===== config.mk =====
export PLATFORM = sky130hd
export DESIGN_NAME = psr_pin_control
export DESIGN_NICKNAME = d
export VERILOG_FILES = /design/src/hw/psr_pkg.sv /design/src/hw/psr_pin_control.sv /design/src/hw/psr_sync.sv /design/src/hw/psr_pin_group.sv
export SDC_FILE = /design/constraint.sdc
export NUM_CORES = 1
export LEC_CHECK = 0
export CAP_MARGIN = 0
export CORE_UTILIZATION = 35
export CTS_CLUSTER_DIAMETER = 200
export DETAILED_ROUTE_END_ITERATION = 8
export DONT_BUFFER_PORTS = 1
export GPL_TIMING_DRIVEN = 0
export PLACE_DENSITY = 0.55
export SETUP_SLACK_MARGIN = 0.2
export SLEW_MARGIN = 25
export SYNTH_ARGS = -nofsm -noshare
export SYNTH_HDL_FRONTEND = slang
export SYNTH_HIERARCHICAL = 1
export SYNTH_SLANG_ARGS = --single-unit

===== constraint.sdc =====
create_clock -name clk -period 2 [get_ports clk]
set_input_delay 0.2 -clock clk [delete_from_list [all_inputs] [get_ports clk]]
set_output_delay 0.2 -clock clk [all_outputs]
set_load 0.1 [all_outputs]

===== src/hw/psr_pkg.sv =====
// Purpose: shared constants and types for the pin state and reset control block
// Assumes: 50 MHz clk; the bus state clock is clk divided by two
// Notes:   widths are fixed at the device pin counts
package psr_pkg;
    localparam int ADDR_W        = 24;
    localparam int DATA_W        = 16;
    localparam int PORT_W        = 8;
    localparam int STROBE_W      = 4;
    localparam int MODE_W        = 3;
    localparam int CLK_PERIOD_NS = 20;
    // one bus state is one period of the divided system clock
    localparam int STATE_NS      = 40;
    localparam int HALF_STATE_NS = STATE_NS / 2;
    // longest wait rounds down, never below one cycle
    localparam int HALF_STATE_CLKS = (HALF_STATE_NS / CLK_PERIOD_NS) < 1 ? 1 :
                                     (HALF_STATE_NS / CLK_PERIOD_NS);
    localparam int HALF_CNT_W    = 4;
    localparam logic [MODE_W-1:0]   SINGLE_CHIP_MODE = 3'h7;
    localparam logic [MODE_W-1:0]   LAST_WIDE_MODE   = 3'h4;
    localparam logic [ADDR_W-1:0]   ADDR_RESET_VAL   = 24'h000000;
    localparam logic [STROBE_W-1:0] STROBE_IDLE      = 4'hF;
    localparam logic [STROBE_W-1:0] STROBE_RESET_VAL = 4'hF;

    typedef enum logic [2:0] {
        BUS_IDLE,
        BUS_FIRST,
        BUS_SECOND,
        BUS_THIRD,
        BUS_WAIT
    } psr_bus_state_e;

    typedef enum logic [2:0] {
        PIN_RUN,
        PIN_RESET,
        PIN_HW_STANDBY,
        PIN_SW_STANDBY,
        PIN_RELEASED
    } psr_pin_cond_e;

    typedef enum {
        ADR_FOLLOW,
        ADR_WAIT_HALF,
        ADR_HOLD_STATE,
        ADR_ZERO
    } psr_addr_e;
endpackage


===== src/hw/psr_pin_control.sv =====
// Purpose: pin state control for ports and external bus across reset and standby
// Assumes: bus state, mode and port settings come from the core on clk;
//          reset, standby and bus request pins are asynchronous
// Notes:   divided system clock falls every other clk; reset is sampled there
//
// Overview of operation
// - Pins that hold state float when inputs and keep their last level when outputs.
// - In single-chip mode 7 the bus is never released.
// - The reset output is driven low only for a watchdog overflow reset, else it floats.
// - A low external reset during an access turns every port pin to input at once.
// - A low external reset drives all four strobes high and floats the data bus at once.
// - In the wide modes 1 to 4, reset in the first, second or wait state drives the address low half a state later.
// - The external reset is sampled on the falling edge of the divided system clock.
// - Reset in a wait state is handled as reset in the second state of a three-state access.
// - Reset in the third state holds the address outputs for the rest of that state.
// - Reset in the second state of a two-state access is handled as in the third state.
module psr_pin_control (
    input  wire logic                           clk,
    input  wire logic                           rst,
    input  wire logic                           external_reset_n,
    input  wire logic                           hwStandbyN,
    input  wire logic                           swStandby,
    input  wire logic [psr_pkg::MODE_W-1:0]     opMode,
    input  wire logic [2:0]                     busState,
    input  wire logic                           twoStateArea,
    input  wire logic [psr_pkg::ADDR_W-1:0]     coreAddr,
    input  wire logic [psr_pkg::DATA_W-1:0]     coreData,
    input  wire logic                           coreDataDrive,
    input  wire logic [psr_pkg::STROBE_W-1:0]   coreStrobeN,
    input  wire logic [psr_pkg::PORT_W-1:0]     portDdr,
    input  wire logic [psr_pkg::PORT_W-1:0]     portData,
    input  wire logic                           bus_release_enable,
    input  wire logic                           bus_request_n,
    input  wire logic                           watchdogResetActive,
    output logic                                busRequest,
    output logic                                busReleased,
    output logic                                resetSampledN,
    output logic [psr_pkg::ADDR_W-1:0]          addrOut,
    output logic                                addrOe,
    output logic [psr_pkg::DATA_W-1:0]          dataOut,
    output logic                                dataOe,
    output logic                                address_strobe_n,
    output logic                                readStrobeN,
    output logic                                upper_write_strobe_n,
    output logic                                lower_write_strobe_n,
    output logic                                strobeOe,
    output logic                                busAckOut,
    output logic                                busAckOe,
    output logic [psr_pkg::PORT_W-1:0]          portOut,
    output logic [psr_pkg::PORT_W-1:0]          portOe,
    output logic                                reset_output_n,
    output logic                                resetOutOe
);
    logic [2:0]                           syncIn;
    logic [2:0]                           syncOut;
    logic                                 extResetLow;
    logic                                 hwStandby;
    logic                                 busReqSync;
    logic                                 phiHigh_ff;
    logic                                 phiFall;
    logic                                 resetSampled_ff;
    logic                                 lateCase;
    psr_pkg::psr_addr_e                   addrState_ff;
    psr_pkg::psr_addr_e                   nxt_addrState;
    logic [psr_pkg::HALF_CNT_W-1:0]       halfCnt_ff;
    logic [psr_pkg::ADDR_W-1:0]           addrHold_ff;
    logic [psr_pkg::ADDR_W-1:0]           nxt_addr;
    logic                                 nxt_addrOe;
    logic                                 addrOe_ff;
    logic [psr_pkg::DATA_W-1:0]           dataOut_ff;
    logic                                 dataOe_ff;
    logic [psr_pkg::STROBE_W-1:0]         strobe_ff;
    logic                                 strobeOe_ff;
    logic                                 released_ff;
    logic                                 busAck_ff;
    psr_pkg::psr_pin_cond_e               cond;
    logic                                 portKeep;
    logic                                 portFloat;
    logic [psr_pkg::PORT_W-1:0]           portOeReg;

    function automatic logic isLateState(input logic [2:0] st, input logic twoState);
        isLateState = (st == 3'(psr_pkg::BUS_THIRD)) ||
                      ((st == 3'(psr_pkg::BUS_SECOND)) && twoState);
    endfunction

    function automatic logic wideAddrMode(input logic [psr_pkg::MODE_W-1:0] m);
        wideAddrMode = (m != '0) && (m <= psr_pkg::LAST_WIDE_MODE);
    endfunction

    assign syncIn = {bus_request_n, hwStandbyN, external_reset_n};

    psr_sync #(
        .WIDTH     (3),
        .RESET_VAL (1'h1)
    ) u_sync (
        .clk      (clk),
        .rst      (rst),
        .async_in (syncIn),
        .sync_out (syncOut)
    );

    assign extResetLow = ~syncOut[0];
    assign hwStandby   = ~syncOut[1];
    assign busReqSync  = ~syncOut[2];
    assign busRequest  = busReqSync; // request pin is only ever an input

    // divided system clock; phiFall marks the cycle ending its high half
    always_ff @(posedge clk or posedge rst) begin
        if (rst) begin
            phiHigh_ff <= 1'b0;
        end else begin
            phiHigh_ff <= ~phiHigh_ff;
        end
    end

    assign phiFall = phiHigh_ff;

    always_ff @(posedge clk or posedge rst) begin
        if (rst) begin
            resetSampled_ff <= 1'b0;
        end else if (phiFall) begin
            resetSampled_ff <= extResetLow;
        end
    end

    assign resetSampledN = ~resetSampled_ff;

    // wait states fall into the early class with the second state
    assign lateCase = isLateState(busState, twoStateArea);

    always_comb begin
        nxt_addrState = addrState_ff;
        case (addrState_ff)
            psr_pkg::ADR_FOLLOW: begin
                if (phiFall && extResetLow) begin
                    nxt_addrState = lateCase ? psr_pkg::ADR_HOLD_STATE
                                             : psr_pkg::ADR_WAIT_HALF;
                end
            end
            psr_pkg::ADR_WAIT_HALF: begin
                if (halfCnt_ff >= 4'(psr_pkg::HALF_STATE_CLKS - 1)) begin
                    nxt_addrState = psr_pkg::ADR_ZERO;
                end
            end
            psr_pkg::ADR_HOLD_STATE: begin
                // held to the end of the current state, then cleared
                if (halfCnt_ff >= 4'(psr_pkg::HALF_STATE_CLKS - 1)) begin
                    nxt_addrState = psr_pkg::ADR_ZERO;
                end
            end
            psr_pkg::ADR_ZERO: begin
                if (!extResetLow && !resetSampled_ff) begin
                    nxt_addrState = psr_pkg::ADR_FOLLOW;
                end
            end
            default: begin
                nxt_addrState = psr_pkg::ADR_FOLLOW;
            end
        endcase
    end

    always_ff @(posedge clk or posedge rst) begin
        if (rst) begin
            addrState_ff <= psr_pkg::ADR_ZERO;
        end else begin
            addrState_ff <= nxt_addrState;
        end
    end

    always_ff @(posedge clk or posedge rst) begin
        if (rst) begin
            halfCnt_ff <= '0;
        end else if (addrState_ff != nxt_addrState) begin
            halfCnt_ff <= '0;
        end else if (halfCnt_ff != '1) begin
            halfCnt_ff <= halfCnt_ff + 4'h1;
        end
    end

    // pin condition, highest priority first
    always_comb begin
        if (hwStandby) begin
            cond = psr_pkg::PIN_HW_STANDBY;
        end else if (extResetLow || resetSampled_ff) begin
            cond = psr_pkg::PIN_RESET;
        end else if (released_ff) begin
            cond = psr_pkg::PIN_RELEASED;
        end else if (swStandby) begin
            cond = psr_pkg::PIN_SW_STANDBY;
        end else begin
            cond = psr_pkg::PIN_RUN;
        end
    end

    // bus release never granted in single-chip mode
    always_ff @(posedge clk or posedge rst) begin
        if (rst) begin
            released_ff <= 1'b0;
        end else begin
            released_ff <= bus_release_enable && busReqSync && !extResetLow
                           && !hwStandby && (opMode != psr_pkg::SINGLE_CHIP_MODE);
        end
    end

    assign busReleased = released_ff;

    always_comb begin
        nxt_addr   = addrHold_ff;
        nxt_addrOe = 1'b0;
        case (cond)
            psr_pkg::PIN_RUN: begin
                nxt_addr   = coreAddr;
                nxt_addrOe = wideAddrMode(opMode) || (opMode != psr_pkg::SINGLE_CHIP_MODE);
            end
            psr_pkg::PIN_RESET: begin
                nxt_addrOe = wideAddrMode(opMode);
                if (addrState_ff == psr_pkg::ADR_ZERO) begin
                    nxt_addr = psr_pkg::ADDR_RESET_VAL;
                end else if (addrState_ff == psr_pkg::ADR_FOLLOW) begin
                    nxt_addr = coreAddr;
                end
            end
            default: begin
                // released, standby: address floats
                nxt_addrOe = 1'b0;
            end
        endcase
    end

    always_ff @(posedge clk or posedge rst) begin
        if (rst) begin
            addrHold_ff <= psr_pkg::ADDR_RESET_VAL;
            addrOe_ff   <= 1'b0;
        end else begin
            addrHold_ff <= nxt_addr; // hold state keeps old value
            addrOe_ff   <= nxt_addrOe;
        end
    end

    assign addrOut = addrHold_ff;
    // hardware standby floats the address at once, like the other bus pins
    assign addrOe  = addrOe_ff && !hwStandby;

    always_ff @(posedge clk or posedge rst) begin
        if (rst) begin
            dataOut_ff  <= '0;
            dataOe_ff   <= 1'b0;
            strobe_ff   <= psr_pkg::STROBE_RESET_VAL;
            strobeOe_ff <= 1'b0;
        end else begin
            dataOut_ff  <= coreData;
            dataOe_ff   <= (cond == psr_pkg::PIN_RUN) && coreDataDrive;
            strobe_ff   <= (cond == psr_pkg::PIN_RUN) ? coreStrobeN : psr_pkg::STROBE_IDLE;
            strobeOe_ff <= (cond == psr_pkg::PIN_RUN || cond == psr_pkg::PIN_RESET)
                           && (opMode != psr_pkg::SINGLE_CHIP_MODE);
        end
    end

    // reset level gates the registered bus outputs without waiting a cycle
    assign dataOut              = dataOut_ff;
    assign dataOe               = dataOe_ff && !extResetLow && !hwStandby;
    assign address_strobe_n     = strobe_ff[3] | extResetLow;
    assign readStrobeN          = strobe_ff[2] | extResetLow;
    assign upper_write_strobe_n = strobe_ff[1] | extResetLow;
    assign lower_write_strobe_n = strobe_ff[0] | extResetLow;
    assign strobeOe             = strobeOe_ff && !hwStandby && !released_ff;

    always_ff @(posedge clk or posedge rst) begin
        if (rst) begin
            busAck_ff <= 1'b0;
        end else begin
            busAck_ff <= (cond == psr_pkg::PIN_RELEASED);
        end
    end

    assign busAckOut = 1'b0;
    assign busAckOe  = busAck_ff && !hwStandby;

    assign portKeep  = (cond == psr_pkg::PIN_SW_STANDBY) || (cond == psr_pkg::PIN_RELEASED);
    assign portFloat = (cond == psr_pkg::PIN_RESET) || (cond == psr_pkg::PIN_HW_STANDBY);

    psr_pin_group #(
        .WIDTH (psr_pkg::PORT_W)
    ) u_port (
        .clk      (clk),
        .rst      (rst),
        .driveEn  (portDdr),
        .driveVal (portData),
        .keepReq  (portKeep),
        .floatReq (portFloat),
        .pinOut   (portOut),
        .pinOe    (portOeReg)
    );

    // reset turns the port to input in the same cycle it is seen
    assign portOe = extResetLow || hwStandby ? '0 : portOeReg;

    // open drain: only a watchdog caused reset pulls the pin low
    assign reset_output_n = 1'b0;
    assign resetOutOe     = watchdogResetActive && !hwStandby;
endmodule


===== src/hw/psr_sync.sv =====
// Purpose: two flip-flop synchroniser for pin levels
// Assumes: inputs arrive from outside the clk domain
// Notes:   first stage is read only by the second stage
module psr_sync #(
    parameter int         WIDTH    = 1,
    parameter logic [0:0] RESET_VAL = 1'h1
) (
    input  wire logic             clk,
    input  wire logic             rst,
    input  wire logic [WIDTH-1:0] async_in,
    output logic      [WIDTH-1:0] sync_out
);
    logic [WIDTH-1:0] meta_ff;

    always_ff @(posedge clk or posedge rst) begin
        if (rst) begin
            meta_ff  <= {WIDTH{RESET_VAL}};
            sync_out <= {WIDTH{RESET_VAL}};
        end else begin
            meta_ff  <= async_in;
            sync_out <= meta_ff;
        end
    end
endmodule


===== src/hw/psr_pin_group.sv =====
// Purpose: output register for a group of pins with drive, keep and float requests
// Assumes: requests come from logic on clk
// Notes:   float wins over keep, keep wins over drive
module psr_pin_group #(
    parameter int WIDTH = 8
) (
    input  wire logic             clk,
    input  wire logic             rst,
    input  wire logic [WIDTH-1:0] driveEn,
    input  wire logic [WIDTH-1:0] driveVal,
    input  wire logic             keepReq,
    input  wire logic             floatReq,
    output logic      [WIDTH-1:0] pinOut,
    output logic      [WIDTH-1:0] pinOe
);
    always_ff @(posedge clk or posedge rst) begin
        if (rst) begin
            pinOut <= '0;
            pinOe  <= '0;
        end else if (floatReq) begin
            pinOe  <= '0;
        end else if (keepReq) begin
            // inputs stay floating, outputs keep their last level
            pinOut <= pinOut;
            pinOe  <= pinOe;
        end else begin
            pinOut <= driveVal;
            pinOe  <= driveEn;
        end
    end
endmodule


# After elaboration in Yosys (flattened, before gate mapping)
# Index checks and enable logic that the tools add are counted.
# totals
output_inout_bits	70
elab_cells	99
in_bits	76
regBits	109
# op_classes
eq_ne	15
n_bitwise	11
n_mux	19
magnitude_cmp	2
n_reduce_logical	35
n_addsub	1
# op_table
operator	count
$mux 32	3
$pmux 32 s3	1
$eq 32x2->1 const B	2
$logic_not 32->1	2
$mux 24	2
$pmux 24 s2	1
$eq 32x1->1 const B	1
$eq 32x3->1 const B	1
$ne 32x32->1	1
$mux 8	3
$logic_and 1x1->1	17
$eq 3x2->1 const B	4
$mux 4	3
$mux 3	3
$logic_or 1x1->1	7
$not 1->1	7
$ne 3x3->1 const B	2
$add 4x1->4 const B	1
$ge 4x1->1 const B	1
$mux 2	2
$ne 4x4->1 const B	1
$or 1x1->1	4
$reduce_and 2->1	2
$reduce_bool 2->1	2
9 further kinds	10

# Logic depth before layout (Yosys ltp)
# logic_depth
ltp_word	8
mapped_depth	6
depth_no_buf	5

# Hierarchy
# The synthesis kept the hierarchy.
# modules_own_cells
module	cells_each	area_per_inst_um2	instances
psr_pin_control	149	2010.7	1
psr_pin_group	44	676.9	1
psr_sync	7	161.4	1

# Least setup slack after synthesis
# No wires, ideal clock.
# synth_path
path_type	register to output
start	register released_ff, in the netlist busReleased
end	output strobeOe
t_arrival_ns	2.171
setup_slack_ns	-0.371
stages_incl_launch_ff	2
n_path_buf	0
path_cell_list	dfrtp_1 -> nor2_1
# synth_via
elab_chain_cells	2
# synth_rtl
item	line_no	source
from (decl)	psr_pin_control.sv:74	logic released_ff;
from (signal assigned)	psr_pin_control.sv:200	released_ff <= bus_release_enable && busReqSync && !extResetLow
$logic_not 1->1	psr_pin_control.sv:266	assign strobeOe = strobeOe_ff && !hwStandby && !released_ff;
$logic_and 1x1->1	psr_pin_control.sv:266	
to (decl)	psr_pin_control.sv:46	output logic strobeOe,
# Every way passes these cells.

# Final worst setup path
# layout_path
start	register u_sync.sync_out[1]
end	register addrHold_ff (netlist bit addrOut[14])
# layout_via
elab_chain_cells	4
# layout_rtl
item	line_no	source
from (decl)	psr_sync.sv:11	output logic [WIDTH-1:0] sync_out
from (signal assigned)	psr_sync.sv:18	sync_out <= {WIDTH{RESET_VAL}};
from (signal assigned)	psr_sync.sv:21	sync_out <= meta_ff;
$mux 3 (*)	psr_pin_control.sv:182	if (hwStandby) begin
$eq 3x1->1 or $logic_not 3->1 (tied branches)	psr_pin_control.sv:210	case (cond)
$ne 3x3->1 (no source line) or $reduce_bool 2->1 (tied branches)	--	
$reduce_and 2->1 (no source line)	--	
to (signal assigned)	psr_pin_control.sv:232	addrHold_ff <= psr_pkg::ADDR_RESET_VAL;
to (signal assigned)	psr_pin_control.sv:235	addrHold_ff <= nxt_addr;
to (decl)	psr_pin_control.sv:66	logic [psr_pkg::ADDR_W-1:0] addrHold_ff;
# Every way passes the cells marked *; elsewhere a longest branch is shown, timed or not.
# A chain may end at the register's enable or synchronous reset.

==> out/metrics.cfg <==
[setup_path]
crit_path_top_delay_cell=dfstp_2
crit_path_cell_trace=buf_6 -> nand3b_4 -> or3_4 -> buf_8 -> o21ai_4 -> buf_6 -> a22o_1
path_max_fanout=8
cp_common_cell=buf_6
start_kind=flip-flop
required_ns=2.28
slowest_delay_ns=0.59
rr_worst_depth=7
crit_family=flip-flops
r2r_end=addrOut[14]$_DFFE_PP0P_
worst_ep_arrival_time_ns=2.09
end_kind=flip-flop
path_class=flip-flop to flip-flop
reg2reg_slack_ns=0.19
r2r_start=u_sync/sync_out[1]$_DFF_PP1_
path_buf_inv=3

[min_path]
whs_endpoint=u_port/pinOe[1]$_DFFE_PP0P_
hold_class=primary input to flip-flop
hold_path_depth=2
hp-start=portDdr[1]

[floorplan]
die_x_microns=92.2
die_y_microns=92.2
num_io_pins=146
die_area_sq_um=8500
core_sq_um=7810
fp-row-count=32
initial_utilization_pct=36.5

[clocking]
cts_tree=done
clkSinkCount=75
root_buffer=clkbuf_8
h-tree-depth=3
clk_latency_ns=0.35
clk_path_buf_depth=2
clk_pin_slew_ns=0.08
cts_made_buffers=9

[global_route]
grt_max_degree=54
antenna_found_initial=0
grt_usage_pct=16.5
gr-total-overflow=0
grt_pass1_vias=1993
grt_pass1_wl_microns=10400

[finish]
drive_gt1_share_pct=32.2
final_nets=362
design_area_sq_um=4040
antenna_cells=0
syn2layout_area_growth_pct=41.9

[placement]
dpl_cell_area_sq_um=2990
portBuffers=0
dpl.hpwl_microns=3910
place_congestion=0.682

[yosys]
synth-main-ff-cell=dfrtp_1
synth_edf_count=0
synth_top_area_share_pct=55.3
avgSynthCellArea_sq_um=14.2
yosysSeqAreaShare_pct=66.4
synth_area_sq_um=2850
ys_ff_latch=75
netlist_top_cells_count=dfrtp_1, a22o_1, nor2_1
yosysMostFrequentCell=dfrtp_1
synthCells=200
synth_top_area_cell=dfrtp_1
synth_area_leaders=dfrtp_1, dfstp_2, a22o_1, mux2_4, mux2i_1
yosys_warnings=6
async_flop_share_pct=100
yosys.cell_types.count=35

[power]
clockPowerShare_pct=24.5
ir_worst_vdd_mv=0.651
p_per_area_nw_per_um2=1340
pwr-share-comb_pct=14.0
power_w=0.00541
intPower_w=0.00289
swShare_pct=46.6
p_leak_nw=1.84
power.switching_w=0.00252
pwr-share-seq_pct=61.5

[sta]
drv_slew=0
rsz0062_at_grt=yes
hold_viol=0
min_period_over_period_pct=90.7
setup_viol=0
timing.slew.headroom_pct=37.7
period_needed_ns=1.81
worst_pin_slew_ns=0.935
max_freq_mhz=551
finClkSkew_ns=0.0144

[run]
cap_violations=0

[detailed_routing]
drc=0
wl_per_cell_microns=17.5
drt-vias-per-instance=4.84
drtPass1Iterations=4
drt-initial-drc-count=58
routed_wl_microns=6830
ant_nets=0
vias=1892

[status]
outcome=finished, final reports clean

## layout by cell type, fill, tap and decap left out, types with 2 or more instances in the layout
cell type / instances
buf_4: 14
inv_1: 10
or2b_2: 2
or2_2: 5
and2_4: 2
conb_1: 2
a22o_1: 24
dlygate4sd3_1: 58
clkbuf_8: 12
mux2i_1: 8
buf_6: 7
o21ai_0: 3
nand2b_1: 2
nand2b_2: 2
bufinv_16: 2
nor2_1: 12
a22oi_1: 2
ha_1: 2
and3_4: 9
mux2_4: 8
dfrtp_1: 62
buf_8: 2
nand2_1: 2
dfstp_2: 12
## registers in the layout, indices dropped and copies added (netlist names), 2 cells and up
| signal | count |
|---|---|
| strobe_ff | 4 |
| u_port/pinOut | 8 |
| u_sync/meta_ff | 3 |
| addrState_ff | 2 |
| u_sync/sync_out | 3 |
| dataOut | 16 |
| addrOut | 24 |
| u_port/pinOe | 8 |
## what timing repair did
item | in CTS | in global routing
endpoints found under the hold margin | 126 | 0
cloned | 0 | 2
pin swaps | 6 | 21
gates resized for setup | 32 | 16
endpoints found under the setup margin | 36 | 35
buffers inserted | 3 | 9
hold buffers | 58 | 0
## stage by stage
step	std cells	hold WS, ns	setup slack [ns]	util (%)	setup TNS (ns)
2_1_floorplan	201	0.114	0.155	-	0
3_3_place_gp	303	0.201	-0.179	38.2	-1.76
3_5_place_dp	303	0.200	-0.159	38.3	-0.763
4_1_cts	380	0.000199	0.148	50.2	0
5_1_grt	391	0.00212	0.145	51.8	0
6_report	391	0.0120	0.186	51.8	0
## kinds of logic (layout without fill, tap and decap cells)
family / Yosys count / count (layout) / synth area share, %
AOI/OAI and AO/OA: 36 / 36 / 10.7
adders and majority gates: 3 / 3 / 1.27
buffers and inverters: 22 / 110 / 4.57
DFF: 75 / 75 / 66.4
muxes: 16 / 16 / 7.03
other: 1 / 2 / 0.132
and+or+nand+nor: 47 / 47 / 9.88
## layer usage
metal	track usage (%)	up-vias	wire length (microns)
met4	8.59	0	141
met2	26.9	76	3580
met5	0	-	0
li1	-	853	-
met3	4.89	12	351
met1	19.6	951	2750
## layout make-up
cell class / instances / area (sq um)
plain buffers: 11 / 119
multi-input cells: 104 / 921
well taps: 102 / 128
clock inverters: 4 / 72.6
clock buffers: 12 / 155
repair buffers: 72 / 709
flip-flops and latches: 75 / 1900
inverters: 11 / 43.8
fillers: 673 / 3760
## how the worst max path moves through the flow
stage	startpoint	end	slack, ns	cells past startpoint
detailed placement	u_sync/sync_out[1]$_DFF_PP1_	strobeOe	-0.16	3
finish	u_sync/sync_out[1]$_DFF_PP1_	addrOut[14]$_DFFE_PP0P_	0.19	7
floorplan	u_sync/sync_out[1]$_DFF_PP1_	strobeOe	0.16	3
CTS	u_sync/sync_out[1]$_DFF_PP1_	addrOe	0.15	3
global route	u_sync/sync_out[1]$_DFF_PP1_	addrOut[14]$_DFFE_PP0P_	0.15	7
global placement	rst	busReleased$_DFF_PP0_	-0.18	1
## worst reg2reg max path, delay by kind of cell, from the launching register on
family / cells / cell delay (ns)
compound gates: 2 / 0.29
buf+inv: 3 / 0.46
flops: 1 / 0.59
simple gates: 2 / 0.42
## power by group through the flow
stage	combinational (W)	clock [W]	sequential, W
detailed placement	0.000582	0	0.00336
CTS	0.000706	0.00136	0.00332
finish	0.000759	0.00132	0.00333
global placement	0.000577	0	0.00335
floorplan	0.000510	0	0.00330
global route	0.000825	0.00142	0.00335
Note: power is estimated with default switching activity, not from simulation.
